[config.mk]
export PLATFORM = sky130hd
export DESIGN_NAME = sdp_datapath
export DESIGN_NICKNAME = d
export VERILOG_FILES = /design/src/shared/sdp_pkg.sv /design/src/verilog/sdp_datapath.sv /design/src/verilog/sdp_baud.sv /design/src/verilog/sdp_edge.sv
export SDC_FILE = /design/constraint.sdc
export NUM_CORES = 1
export LEC_CHECK = 0
export BUFFER_PORTS_ARGS = -buffer_cell sky130_fd_sc_hd__buf_2
export CAP_MARGIN = 15
export CORE_MARGIN = 2
export CORE_UTILIZATION = 57
export DETAILED_ROUTE_END_ITERATION = 8
export GPL_ROUTABILITY_DRIVEN = 0
export PLACE_DENSITY = 0.86
export SLEW_MARGIN = 20
export SYNTH_ARGS = -nofsm -noshare
export SYNTH_HDL_FRONTEND = slang
export SYNTH_HIERARCHICAL = 1
export SYNTH_SLANG_ARGS = --single-unit
[constraint.sdc]
create_clock -name mclk_i -period 5.6 [get_ports mclk_i]
set_clock_uncertainty 0.05 [all_clocks]
set_input_delay 1.12 -clock mclk_i [delete_from_list [all_inputs] [get_ports mclk_i]]
set_output_delay 1.12 -clock mclk_i [all_outputs]
set_load 0.005 [all_outputs]
[src/shared/sdp_pkg.sv]
/*
  Constants, types and helpers for the serial port transmit/receive data path.
  Assumes one system clock; all pins and control bits are synchronous to it.
*/
package sdp_pkg;

  localparam int DIV_W = 12;
  localparam int OVS_W = 5;

  localparam logic [OVS_W-1:0] OVS_NORMAL = 5'h10;
  localparam logic [OVS_W-1:0] OVS_DOUBLE = 5'h08;

  localparam logic [2:0] SIZE_5 = 3'h0;
  localparam logic [2:0] SIZE_6 = 3'h1;
  localparam logic [2:0] SIZE_7 = 3'h2;
  localparam logic [2:0] SIZE_9 = 3'h7;

  localparam logic [3:0] BITS_5 = 4'h5;
  localparam logic [3:0] BITS_6 = 4'h6;
  localparam logic [3:0] BITS_7 = 4'h7;
  localparam logic [3:0] BITS_8 = 4'h8;
  localparam logic [3:0] BITS_9 = 4'h9;

  localparam logic LINE_IDLE = 1'b1;
  localparam logic LINE_START = 1'b0;
  localparam logic LINE_STOP = 1'b1;

  typedef struct packed {
    logic [2:0] size_code;
    logic       parity_en;
    logic       parity_odd;
    logic       stop_two;
  } sdp_fmt_t;

  typedef struct packed {
    logic             sync_mode;
    logic             clk_polarity;
    logic             double_speed;
    logic [DIV_W-1:0] baud_div;
  } sdp_clkcfg_t;

  typedef enum logic [5:0] {
    TX_IDLE   = 6'h01,
    TX_START  = 6'h02,
    TX_DATA   = 6'h04,
    TX_PARITY = 6'h08,
    TX_STOP1  = 6'h10,
    TX_STOP2  = 6'h20
  } sdp_tx_state_t;

  typedef enum logic [4:0] {
    RX_IDLE   = 5'h01,
    RX_START  = 5'h02,
    RX_DATA   = 5'h04,
    RX_PARITY = 5'h08,
    RX_STOP   = 5'h10
  } sdp_rx_state_t;

  function automatic logic [3:0] sdp_nbits(input logic [2:0] code);
    unique case (code)
      SIZE_5:  sdp_nbits = BITS_5;
      SIZE_6:  sdp_nbits = BITS_6;
      SIZE_7:  sdp_nbits = BITS_7;
      SIZE_9:  sdp_nbits = BITS_9;
      default: sdp_nbits = BITS_8;
    endcase
  endfunction : sdp_nbits

endpackage : sdp_pkg

[src/verilog/sdp_datapath.sv]
/*
  Serial port transmit and receive data path with one-deep buffers each way.
  Assumes control bits and pins are synchronous to mclk_i; the transfer clock
  pin is an input (external clock) and must run below a quarter of mclk_i.
*/
`timescale 1ns/1ps
`default_nettype none
module sdp_datapath (
  // Clock and reset
  input  wire logic                 mclk_i,
  input  wire logic                 sys_rst_i,
  // Configuration
  input  wire sdp_pkg::sdp_fmt_t    fmt_i,
  input  wire sdp_pkg::sdp_clkcfg_t clkcfg_i,
  input  wire logic                 transmit_enable_bit_i,
  input  wire logic                 receive_enable_bit_i,
  input  wire logic                 transmit_ninth_bit_i,
  input  wire logic                 data_empty_irq_enable_i,
  input  wire logic                 transmit_complete_irq_enable_i,
  // CPU access
  input  wire logic                 data_wr_i,
  input  wire logic [7:0]           data_wdata_i,
  input  wire logic                 data_rd_i,
  input  wire logic                 txc_clear_i,
  input  wire logic                 txc_irq_ack_i,
  // CPU view
  output logic [7:0]                rx_data_o,
  output logic                      rx_ninth_o,
  output logic                      data_empty_flag_o,
  output logic                      transmit_complete_flag_o,
  output logic                      receive_complete_flag_o,
  output logic                      data_empty_irq_o,
  output logic                      transmit_complete_irq_o,
  // Line
  input  wire logic                 rxd_i,
  input  wire logic                 transfer_clock_pin_i,
  output logic                      txd_o,
  output logic                      txd_oe_o
);

  logic                   baud_tick;
  logic                   xck_change;
  logic                   xck_sample;
  logic [3:0]             nbits;
  logic [sdp_pkg::OVS_W-1:0] ovs;
  logic [sdp_pkg::OVS_W-1:0] ovs_half;

  sdp_baud #(
    .DIV_W (sdp_pkg::DIV_W)
  ) u_baud (
    .mclk_i    (mclk_i),
    .sys_rst_i (sys_rst_i),
    .div_i     (clkcfg_i.baud_div),
    .tick_o    (baud_tick)
  );

  sdp_edge u_edge (
    .mclk_i     (mclk_i),
    .sys_rst_i  (sys_rst_i),
    .pin_i      (transfer_clock_pin_i),
    .polarity_i (clkcfg_i.clk_polarity),
    .change_o   (xck_change),
    .sample_o   (xck_sample)
  );

  assign nbits    = sdp_pkg::sdp_nbits(fmt_i.size_code);
  assign ovs      = clkcfg_i.double_speed ? sdp_pkg::OVS_DOUBLE : sdp_pkg::OVS_NORMAL;
  assign ovs_half = ovs >> 1;

  // Transmit side
  sdp_pkg::sdp_tx_state_t    tx_state_reg;
  logic [8:0]                txbuf_reg;
  logic [8:0]                txsh_reg;
  logic [3:0]                tx_bit_reg;
  logic [sdp_pkg::OVS_W-1:0] tx_ovs_reg;
  logic                      tx_par_reg;
  logic                      tx_step;
  logic                      tx_frame_end;
  logic                      tx_load;
  logic                      tx_line;
  logic [8:0]                wr_masked;

  // Short characters drop the unused upper bits here
  always_comb begin
    wr_masked = {transmit_ninth_bit_i, data_wdata_i} & ~(9'h1FF << nbits);
  end

  // Bit boundary: external clock edge or oversampled divider
  assign tx_step = clkcfg_i.sync_mode ? xck_change
                 : (baud_tick && tx_ovs_reg == ovs - 1'b1);
  assign tx_frame_end = tx_step && ((tx_state_reg == sdp_pkg::TX_STOP1 && !fmt_i.stop_two)
                                 || tx_state_reg == sdp_pkg::TX_STOP2);
  assign tx_load = !data_empty_flag_o
                && (tx_state_reg == sdp_pkg::TX_IDLE || tx_frame_end);

  always_ff @(posedge mclk_i) begin
    if (sys_rst_i || tx_state_reg == sdp_pkg::TX_IDLE) begin
      tx_ovs_reg <= '0;
    end else if (baud_tick) begin
      tx_ovs_reg <= (tx_ovs_reg == ovs - 1'b1) ? '0 : tx_ovs_reg + 1'b1;
    end
  end

  // Transmit buffer; a write while full overwrites the waiting character
  always_ff @(posedge mclk_i) begin
    if (sys_rst_i) begin
      txbuf_reg         <= '0;
      data_empty_flag_o <= 1'b1;
    end else if (data_wr_i && transmit_enable_bit_i) begin
      txbuf_reg         <= wr_masked;
      data_empty_flag_o <= 1'b0;
    end else if (tx_load) begin
      data_empty_flag_o <= 1'b1;
    end
  end

  always_ff @(posedge mclk_i) begin
    if (sys_rst_i) begin
      tx_state_reg <= sdp_pkg::TX_IDLE;
      txsh_reg     <= '0;
      tx_bit_reg   <= '0;
      tx_par_reg   <= 1'b0;
    end else if (tx_load) begin
      tx_state_reg <= sdp_pkg::TX_START;
      txsh_reg     <= txbuf_reg;
      tx_bit_reg   <= '0;
      tx_par_reg   <= (^txbuf_reg) ^ fmt_i.parity_odd;
    end else if (tx_step) begin
      unique case (tx_state_reg)
        sdp_pkg::TX_IDLE:  tx_state_reg <= sdp_pkg::TX_IDLE;
        sdp_pkg::TX_START: tx_state_reg <= sdp_pkg::TX_DATA;
        sdp_pkg::TX_DATA: begin
          if (tx_bit_reg == nbits - 1'b1) begin
            tx_state_reg <= fmt_i.parity_en ? sdp_pkg::TX_PARITY : sdp_pkg::TX_STOP1;
          end else begin
            tx_bit_reg <= tx_bit_reg + 1'b1;
          end
        end
        sdp_pkg::TX_PARITY: tx_state_reg <= sdp_pkg::TX_STOP1;
        sdp_pkg::TX_STOP1: begin
          tx_state_reg <= fmt_i.stop_two ? sdp_pkg::TX_STOP2 : sdp_pkg::TX_IDLE;
        end
        sdp_pkg::TX_STOP2: tx_state_reg <= sdp_pkg::TX_IDLE;
      endcase
    end
  end

  always_comb begin
    unique case (tx_state_reg)
      sdp_pkg::TX_START:  tx_line = sdp_pkg::LINE_START;
      sdp_pkg::TX_DATA:   tx_line = txsh_reg[tx_bit_reg];
      sdp_pkg::TX_PARITY: tx_line = tx_par_reg;
      sdp_pkg::TX_STOP1:  tx_line = sdp_pkg::LINE_STOP;
      sdp_pkg::TX_STOP2:  tx_line = sdp_pkg::LINE_STOP;
      default:            tx_line = sdp_pkg::LINE_IDLE;
    endcase
  end

  // Pin stays ours until enable is off and nothing is left to send
  always_ff @(posedge mclk_i) begin
    if (sys_rst_i) begin
      txd_o    <= sdp_pkg::LINE_IDLE;
      txd_oe_o <= 1'b0;
    end else begin
      txd_o    <= tx_line;
      txd_oe_o <= transmit_enable_bit_i || !data_empty_flag_o
               || tx_state_reg != sdp_pkg::TX_IDLE;
    end
  end

  // Set wins over a clear in the same cycle
  always_ff @(posedge mclk_i) begin
    if (sys_rst_i) begin
      transmit_complete_flag_o <= 1'b0;
    end else if (tx_frame_end && data_empty_flag_o) begin
      transmit_complete_flag_o <= 1'b1;
    end else if (txc_clear_i || txc_irq_ack_i) begin
      transmit_complete_flag_o <= 1'b0;
    end
  end

  always_ff @(posedge mclk_i) begin
    if (sys_rst_i) begin
      data_empty_irq_o        <= 1'b0;
      transmit_complete_irq_o <= 1'b0;
    end else begin
      data_empty_irq_o        <= data_empty_irq_enable_i && data_empty_flag_o;
      transmit_complete_irq_o <= transmit_complete_irq_enable_i
                              && transmit_complete_flag_o
                              && !(txc_clear_i || txc_irq_ack_i);
    end
  end

  // Receive side
  sdp_pkg::sdp_rx_state_t    rx_state_reg;
  logic [8:0]                rxsh_reg;
  logic [3:0]                rx_bit_reg;
  logic [sdp_pkg::OVS_W-1:0] rx_ovs_reg;
  logic                      rx_sample;
  logic                      rx_start_seen;
  logic                      rx_done;

  // Mid-bit sample: half a bit into the start, a full bit after that
  always_comb begin
    if (clkcfg_i.sync_mode) begin
      rx_sample = xck_sample;
    end else begin
      rx_sample = baud_tick && rx_ovs_reg == ((rx_state_reg == sdp_pkg::RX_START)
                  ? ovs_half - 1'b1 : ovs - 1'b1);
    end
  end

  assign rx_start_seen = receive_enable_bit_i && rxd_i == sdp_pkg::LINE_START
                      && (!clkcfg_i.sync_mode || xck_sample);
  assign rx_done = rx_sample && rx_state_reg == sdp_pkg::RX_STOP;

  always_ff @(posedge mclk_i) begin
    if (sys_rst_i || rx_state_reg == sdp_pkg::RX_IDLE) begin
      rx_ovs_reg <= '0;
    end else if (baud_tick) begin
      rx_ovs_reg <= rx_sample ? '0 : rx_ovs_reg + 1'b1;
    end
  end

  // Disabling stops reception at once; a partial frame is lost
  always_ff @(posedge mclk_i) begin
    if (sys_rst_i || !receive_enable_bit_i) begin
      rx_state_reg <= sdp_pkg::RX_IDLE;
      rxsh_reg     <= '0;
      rx_bit_reg   <= '0;
    end else begin
      unique case (rx_state_reg)
        sdp_pkg::RX_IDLE: begin
          if (rx_start_seen) begin
            rx_state_reg <= clkcfg_i.sync_mode ? sdp_pkg::RX_DATA : sdp_pkg::RX_START;
            rxsh_reg     <= '0;
            rx_bit_reg   <= '0;
          end
        end
        sdp_pkg::RX_START: begin
          if (rx_sample) begin
            // A glitch that is high again at mid-bit is no start bit
            rx_state_reg <= (rxd_i == sdp_pkg::LINE_START) ? sdp_pkg::RX_DATA
                                                           : sdp_pkg::RX_IDLE;
          end
        end
        sdp_pkg::RX_DATA: begin
          if (rx_sample) begin
            rxsh_reg[rx_bit_reg] <= rxd_i;
            if (rx_bit_reg == nbits - 1'b1) begin
              rx_state_reg <= fmt_i.parity_en ? sdp_pkg::RX_PARITY : sdp_pkg::RX_STOP;
            end else begin
              rx_bit_reg <= rx_bit_reg + 1'b1;
            end
          end
        end
        sdp_pkg::RX_PARITY: begin
          if (rx_sample) begin
            rx_state_reg <= sdp_pkg::RX_STOP;
          end
        end
        sdp_pkg::RX_STOP: begin
          if (rx_sample) begin
            rx_state_reg <= sdp_pkg::RX_IDLE;
          end
        end
      endcase
    end
  end

  // Receive buffer; a new frame wins over a read in the same cycle
  always_ff @(posedge mclk_i) begin
    if (sys_rst_i) begin
      rx_data_o  <= '0;
      rx_ninth_o <= 1'b0;
    end else if (rx_done) begin
      rx_data_o  <= rxsh_reg[7:0];
      rx_ninth_o <= rxsh_reg[8];
    end
  end

  always_ff @(posedge mclk_i) begin
    if (sys_rst_i || !receive_enable_bit_i) begin
      receive_complete_flag_o <= 1'b0;
    end else if (rx_done) begin
      receive_complete_flag_o <= 1'b1;
    end else if (data_rd_i) begin
      receive_complete_flag_o <= 1'b0;
    end
  end

endmodule : sdp_datapath
`default_nettype wire

[src/verilog/sdp_baud.sv]
/*
  Baud divider: one-cycle tick every (div + 1) system clocks.
  Assumes div is held steady while frames are in flight.
*/
`timescale 1ns/1ps
`default_nettype none
module sdp_baud #(
  parameter int DIV_W = sdp_pkg::DIV_W
) (
  // Clock and reset
  input  wire logic             mclk_i,
  input  wire logic             sys_rst_i,
  // Divider
  input  wire logic [DIV_W-1:0] div_i,
  output logic                  tick_o
);

  logic [DIV_W-1:0] cnt_reg;

  always_ff @(posedge mclk_i) begin
    if (sys_rst_i) begin
      cnt_reg <= '0;
      tick_o  <= 1'b0;
    end else if (cnt_reg == '0) begin
      cnt_reg <= div_i;
      tick_o  <= 1'b1;
    end else begin
      cnt_reg <= cnt_reg - 1'b1;
      tick_o  <= 1'b0;
    end
  end

endmodule : sdp_baud
`default_nettype wire

[src/verilog/sdp_edge.sv]
/*
  Transfer clock edge finder: change and sample strobes per polarity.
  Assumes the pin is already synchronous to the system clock.
*/
`timescale 1ns/1ps
`default_nettype none
module sdp_edge (
  // Clock and reset
  input  wire logic mclk_i,
  input  wire logic sys_rst_i,
  // Pin and polarity
  input  wire logic pin_i,
  input  wire logic polarity_i,
  // Strobes
  output logic      change_o,
  output logic      sample_o
);

  logic last_reg;
  logic rise;
  logic fall;

  assign rise = pin_i & ~last_reg;
  assign fall = ~pin_i & last_reg;

  always_ff @(posedge mclk_i) begin
    if (sys_rst_i) begin
      last_reg <= 1'b0;
      change_o <= 1'b0;
      sample_o <= 1'b0;
    end else begin
      last_reg <= pin_i;
      // Polarity zero: data changes on rise, sampled on fall
      change_o <= polarity_i ? fall : rise;
      sample_o <= polarity_i ? rise : fall;
    end
  end

endmodule : sdp_edge
`default_nettype wire

==> results of run 1 <==
-- cell usage after synthesis, drive strengths merged, types with 7 or more instances --
library cell  count  area [sq um]
o21ai            19          98.8
nand3            18          95.1
a211oi           14           150
xor2             12           105
inv              21          78.8
dfxtp            89          1780
ha               13           163
nand4            10          62.6
nand2b            7          43.8
a21oi            23           119
nor2             66           258
nand2            44           165
buf              12           106
nor3             21           121
xnor2            20           175
mux2i            25           250
clkbuf           13          48.8
-- layer usage --
layer,routed length [microns],vias to the layer above,share of wire,track usage
li1,-,1960,-,-
met1,4440,1889,0.43,0.280
met2,5130,132,0.50,0.403
met3,540,26,0.052,0.0577
met4,236,0,0.023,0.120
met5,0,-,0,0
-- tightest hold or removal path, cell delays in order (launching register included) --
cell and delay [ns]:
dfxtp_1 0.32, nand2_1 0.05, mux2i_1 0.06
-- power groups by stage --
stage | logic (mW) | registers (mW) | clock network [mW]
final | 0.405 | 0.735 | 0.450
after detailed placement | 0.398 | 0.748 | 0
after global routing | 0.444 | 0.743 | 0.489
after floorplan | 0.351 | 0.731 | 0
after CTS | 0.401 | 0.734 | 0.457
after global placement | 0.377 | 0.745 | 0
-- kinds of logic after synthesis --
kind of cell,synth area share
adders and majority gates,0.0344
muxes,0.0672
and+or+nand+nor,0.252
AOI/OAI and AO/OA,0.161
DFF,0.377
xor gates and xnor gates,0.0593
buffers and inverters,0.0495
-- stage by stage --
stage / cells / setup slack (ns)
detailed placement: 661 / 1.82
CTS: 677 / 2.20
floorplan: 523 / 2.06
finish: 677 / 2.18
global route: 677 / 2.01
global placement: 661 / 1.98
-- area by class of cell --
type                       count  area [sq um]
clock buffer                  10           128
clock inverter                 6          71.3
fill                         659          2940
inverter                      21          78.8
multi-input combinational    388          2710
sequential                    89          1780
tap                          105           131
timing repair buffer          58           293
-- path summary, 6_finish.rpt --
| path | from | end | slack, ns |
|---|---|---|---|
| setup / recovery | fmt_i[4] | tx_state_reg[5]$_SDFFE_PP0P_ | 2.18 |
| hold / removal | rxsh_reg[2]$_SDFFE_PP0P_ | rxsh_reg[2]$_SDFFE_PP0P_ | 0.42 |
| setup reg to reg | u_baud/tick_o$_SDFF_PP0_ | tx_state_reg[2]$_SDFFE_PP0P_ | 2.73 |
| hold reg to reg | rxsh_reg[2]$_SDFFE_PP0P_ | rxsh_reg[2]$_SDFFE_PP0P_ | 0.42 |
==> results.md, run 1 <==
- Status: completed
- Switching pwr: 514 uW
- Clk buf depth: 2
- Crit path max fanout: 8
- Synth Instances: 523
- CTS Sinks: 89
- Critical Path, Cell by Cell: buf_2 -> a21oi_1 -> o21ai_0 -> ha_1 -> inv_1 -> ha_1 -> xor2_1 -> o211ai_1 -> nor3_2 -> o21ai_2 -> or4_1 -> a21oi_1
- Die Wd: 95.1 microns
- Final setup violation count: 0
- Std-Cell Core Area: 8130 sq um
- Cell family with most CP delay: compound AO/OA/AOI/OAI gates
- Critical Path RT: 5.85 ns
- Buffers and inverters on the worst path: 2
- Worst path max stage delay: 0.50 ns
- Routed Antenna Nets: 0
- Hold WS: 0.423 ns
- Pre-Repair DR Iteration Count: 4
- Overall Power: 1.59 mW
- Final core utilization: 0.639
- CTS resizes: 0
- Total track usage: 0.238
- First-pass GRT wire length: 17.0 mm
- Row cnt: 33
- DRT iter0 DRCs: 207
- DP Area: 5000 sq um
- Die ar.: 9040 sq um
- TritonCTS clock tree: yes
- Setup TNS: 0 ns
- Max Cap Viol: 0
- Main synth FF type: dfxtp_1
- Synth Area per Inst: 9.04 sq um
- RSZ-0062 raised after global routing: no
- Worst setup SP type: input pin
- Comb pwr share: 0.255
- Area growth from synthesis to layout: 9.90%
- Post-synthesis sequential area ratio: 0.377
- Antenna violations before repair: 0
- Rel. slew slack: 0.457
- Inserted Clock Buffers: 9
- Worst path slowest cell: or4_1
- Crit. End Element: flop
- H-tree lvl count: 3
- Stages on the worst setup path: 12
- Design Area, Final: 5200 sq um
- Number of flip-flops in the largest register: 12
- Fin crit period: 3.42 ns
- Ys async rst share: 0
- I/O pin cnt: 58
- Largest vdd supply drop: 0.000198 V
- R2R cell count: 6
- Detailed-route vias per instance: 5.92
- Fin nets: 622
- Pwr dens: 306 nW/um^2
- Critical path class: input pin to flop
- Post-synthesis cell area: 4730 sq um
- Seq pwr share: 0.462
- Post-CTS Hold Fix Bufs: 0
- HP Class: flop to flop
- Register bit total from synthesis: 89
- Netlist cell types: 81
- Synth warnings: 6
- Internal Power: 1.08 mW
- Worst Tran Pin Value: 0.809 ns
- Wirelength per Cell: 15.3 microns
- Leakage Power: 1.96 nW
- Die Ht: 95.1 microns
- Sw Share: 0.323
- Critical path arrival: 3.67 ns
- Pin count of the biggest net entering global routing: 61
- Clock network power share: 0.283
- DRC: 0
- Most frequent cells in the layout: dfxtp_1 (89), nor2_1 (64), buf_2 (57), nand2_1 (44), mux2i_1 (25)
- Initial core utilization: 0.581
- Drt total wl: 10.4 mm
- Vias in the first global route: 3783
- Fin. Hold Viols: 0
- Post-Syn Nets: 578
- Clk slew on worst S/H paths: 0.09 ns
- Antenna cells: 0
- Number of port buffers: 57
- Commonest non-fill, non-tap cell in the layout: dfxtp_1
- Worst hold path depth: 2
- EDFF count, synth: 0
- Final Slew Violations: 0
- Later-pin clock latency in the skew report: 0.37 ns
- Grt ovf: 0
- Setup Fix Bufs, Post-CTS: 0
- Period Utilization, post-route: 0.611
- Root Buffer: clkbuf_8
- Vias: 4007
- Layout cell share with drive strength beyond 1: 0.196
- Final HPWL DP: 7.27 mm
- Max Fclk: 0.292 GHz
(Power assumes the default switching activity.)
==> inputs of run 2 (changes only) <==
--- a/config.mk
+++ b/config.mk
@@ -5,13 +5,14 @@
 export SDC_FILE = /design/constraint.sdc
 export NUM_CORES = 1
 export LEC_CHECK = 0
+export ABC_AREA = 1
 export BUFFER_PORTS_ARGS = -buffer_cell sky130_fd_sc_hd__buf_2
 export CAP_MARGIN = 15
 export CORE_MARGIN = 2
-export CORE_UTILIZATION = 57
+export CORE_UTILIZATION = 53
 export DETAILED_ROUTE_END_ITERATION = 8
 export GPL_ROUTABILITY_DRIVEN = 0
-export PLACE_DENSITY = 0.86
+export PLACE_DENSITY = 0.85
 export SLEW_MARGIN = 20
 export SYNTH_ARGS = -nofsm -noshare
 export SYNTH_HDL_FRONTEND = slang
==> constraint.sdc (replaced) <==
create_clock -name mclk_i -period 2.95 [get_ports mclk_i]
set_clock_uncertainty 0.05 [all_clocks]
set_input_delay 0.59 -clock mclk_i [delete_from_list [all_inputs] [get_ports mclk_i]]
set_output_delay 0.59 -clock mclk_i [all_outputs]
set_load 0.005 [all_outputs]
==> run 2 against run 1 <==
Cell count rose by 24%. Total power rose by 110%. Synthesized cell count rose by 28%. Critical path depth rose by 7. Setup slack got worse by 1.8 ns. Sequential cell count did not move. First-iteration DRC count rose by 7.7%. Clock-buffer cell count fell by 1. Register-to-register slack got worse by 1.9 ns. Critical endpoint is now tx_state_reg[2]$_SDFFE_PP0P_. Largest cell class unchanged.
==> results.md, run 2 <==
- Status: completed
- Worst Tran Pin Value: 0.417 ns
- Clk slew on worst S/H paths: 0.10 ns
- Main synth FF type: dfxtp_1
- Final HPWL DP: 8.24 mm
- Fin nets: 780
- Sw Share: 0.383
- Antenna cells: 0
- Seq pwr share: 0.435
- Critical path arrival: 2.78 ns
- Drt total wl: 11.0 mm
- Cell family with most CP delay: simple AND/OR/NAND/NOR gates
- Critical Path RT: 3.17 ns
- Worst path slowest cell: ha_1
- Switching pwr: 1.26 mW
- Later-pin clock latency in the skew report: 0.38 ns
- FILL cells: 816
- CTS resizes: 0
- Rel. slew slack: 0.722
- Layout cell share with drive strength beyond 1: 0.166
- Most frequent cells after synthesis: nand2_1 (121), nor2_1 (91), dfxtp_1 (89)
- Initial core utilization: 0.544
- Fin crit period: 2.56 ns
- TritonCTS clock tree: yes
- Register bit total from synthesis: 89
- Antenna violations before repair: 0
- Detailed-route vias per instance: 5.35
- Final setup violation count: 0
- Vias: 4487
- Number of flip-flops in the largest register: 12
- Area contributors post-synth: dfxtp_1 (38%), nand2_1 (9.6%), nor2_1 (7.2%)
- Comb pwr share: 0.319
- Crit path max fanout: 6
- EDFF count, synth: 0
- Area growth from synthesis to layout: 11.4%
- Post-synthesis sequential area ratio: 0.377
- Buffers and inverters on the worst path: 6
- DRT iter0 DRCs: 223
- Most frequent cells in the layout: nand2_1 (121), nor2_1 (91), dfxtp_1 (89), inv_1 (73), buf_2 (57)
- RSZ-0062 raised after global routing: no
- Pre-Repair DR Iteration Count: 5
- Share of the synthesized area in the top cell type: 0.377
- Die ar.: 9680 sq um
- Wirelength per Cell: 13.1 microns
- Synth warnings: 6
- Worst path max stage delay: 0.25 ns
- Synth Instances: 669
- I/O pin cnt: 58
- Root Buffer: clkbuf_8
- First-pass GRT wire length: 18.4 mm
- Std-Cell Core Area: 8680 sq um
- Count leader, synth: nand2_1
- Post-synth top area cell: dfxtp_1
- Inserted Clock Buffers: 9
- Critical path class: input pin to flop
- Die Wd: 98.4 microns
- Max Cap Viol: 0
- Number of port buffers: 57
- Die Ht: 98.4 microns
- Post-synthesis cell area: 4720 sq um
- Internal Power: 2.03 mW
- Netlist cell types: 40
- Critical Path, Cell by Cell: buf_2 -> nand2_1 -> inv_2 -> nor2_1 -> inv_1 -> a21oi_1 -> inv_1 -> ha_1 -> inv_1 -> ha_1 -> xnor2_1 -> nor2_1 -> nand4_1 -> nand2_1 -> nand2_1 -> inv_2 -> o31ai_1 -> o21ai_0 -> nor2_1
- Area occupied by multi-input gates: 2520 sq um
- Clock network power share: 0.246
- Period Utilization, post-route: 0.868
- Final Slew Violations: 0
- Total track usage: 0.230
- Pin count of the biggest net entering global routing: 25
- Leakage Power: 2.27 nW
- Post-Syn Nets: 724
- Setup WS post-layout: 0.389 ns
- Clk buf depth: 2
- Fin. Hold Viols: 0
- Max Fclk: 0.390 GHz
- Largest vdd supply drop: 0.000504 V
- H-tree lvl count: 3
- Reg area: 1780 sq um
- Setup TNS: 0 ns
- Row cnt: 34
- CTS Sinks: 89
- Post-CTS Hold Fix Bufs: 0
- DRC: 0
- R2R Setup Slk: 0.81 ns
- Routed Antenna Nets: 0
- Worst setup SP type: input pin
- HP Class: input pin to flop
- Grt ovf: 0
- Crit. End Element: flop
- Setup Fix Bufs, Post-CTS: 0
- Synth Area per Inst: 7.06 sq um
- Vias in the first global route: 4210
- Pwr dens: 625 nW/um^2
- Ys async rst share: 0
- Commonest non-fill, non-tap cell in the layout: nand2_1
- Dpl ws: 0.0392 ns
## run 2: cell count changes in the layout (fill, tap and decap cells not counted), moves of 9 or more
cell / delta
mux2i_1: -25
nand3_1: +36
o21ai_1: +11
a21oi_1: +34
inv_1: +52
o21ai_0: +17
nand2_1: +77
nand2_2: +9
a211oi_2: -9
nor2_1: +27
nor3_1: -11
## run 2: tightest hold or removal path, stage by stage
cell,delay [ns]
buf_2,0.09
nand2_1,0.05
nor2_1,0.03
## run 2: stage by stage
stage          cells  hold slack (ns)  power [mW]  cell area (sq um)   util
4_1_cts          838            0.353        3.30               5260  0.606
5_1_grt          838            0.365        3.51               5260  0.606
3_5_place_dp     822            0.401        2.49               5070  0.585
6_report         838            0.366        3.29               5260  0.606
3_3_place_gp     822            0.391        2.44               5070  0.585
2_1_floorplan    669            0.374        2.29               4720      -
## run 2: cells by family (layout without fill, tap and decap cells)
family,count (synthesis),after routing,share of synthesized area
compound gates,116,116,0.131
buf+inv,100,161,0.0893
xor+xnor,25,25,0.0464
fa+ha+maj,13,13,0.0345
flops,89,89,0.377
simple gates,326,326,0.321
## run 2: metal layers
| metal | routed length, microns | part of all wire | track usage |
|---|---|---|---|
| met3 | 613 | 0.056 | 0.0451 |
| met5 | 0 | 0 | 0 |
| met2 | 5460 | 0.50 | 0.401 |
| met4 | 200 | 0.018 | 0.0832 |
| met1 | 4740 | 0.43 | 0.283 |
## run 2: layout make-up
type                       instances  area share
clock buffer                       9      0.0235
timing repair buffer              62      0.0614
tap                              108      0.0257
inverter                          83      0.0604
sequential                        89       0.339
clock inverter                     7      0.0117
multi-input combinational        480       0.479
## run 2: worst paths after layout
kind,from,endpoint,depth (start not counted)
worst max-delay path,fmt_i[3],tx_state_reg[2]$_SDFFE_PP0P_,19
worst max register to register,u_baud/tick_o$_SDFF_PP0_,tx_bit_reg[2]$_SDFFE_PP0P_,9
worst min-delay path,data_empty_irq_enable_i,data_empty_irq_o$_SDFF_PP0_,3
worst min register to register,data_empty_flag_o$_SDFFE_PP1P_,data_empty_irq_o$_SDFF_PP0_,2
## run 2: power by group through the flow
stage               Sequential [mW]  Combinational (mW)  Clock [mW]
floorplan                      1.42               0.870           0
detailed placement             1.45                1.04           0
global route                   1.44                1.20       0.872
finish                         1.43                1.05       0.809
CTS                            1.43                1.05       0.826
global placement               1.45               0.998           0
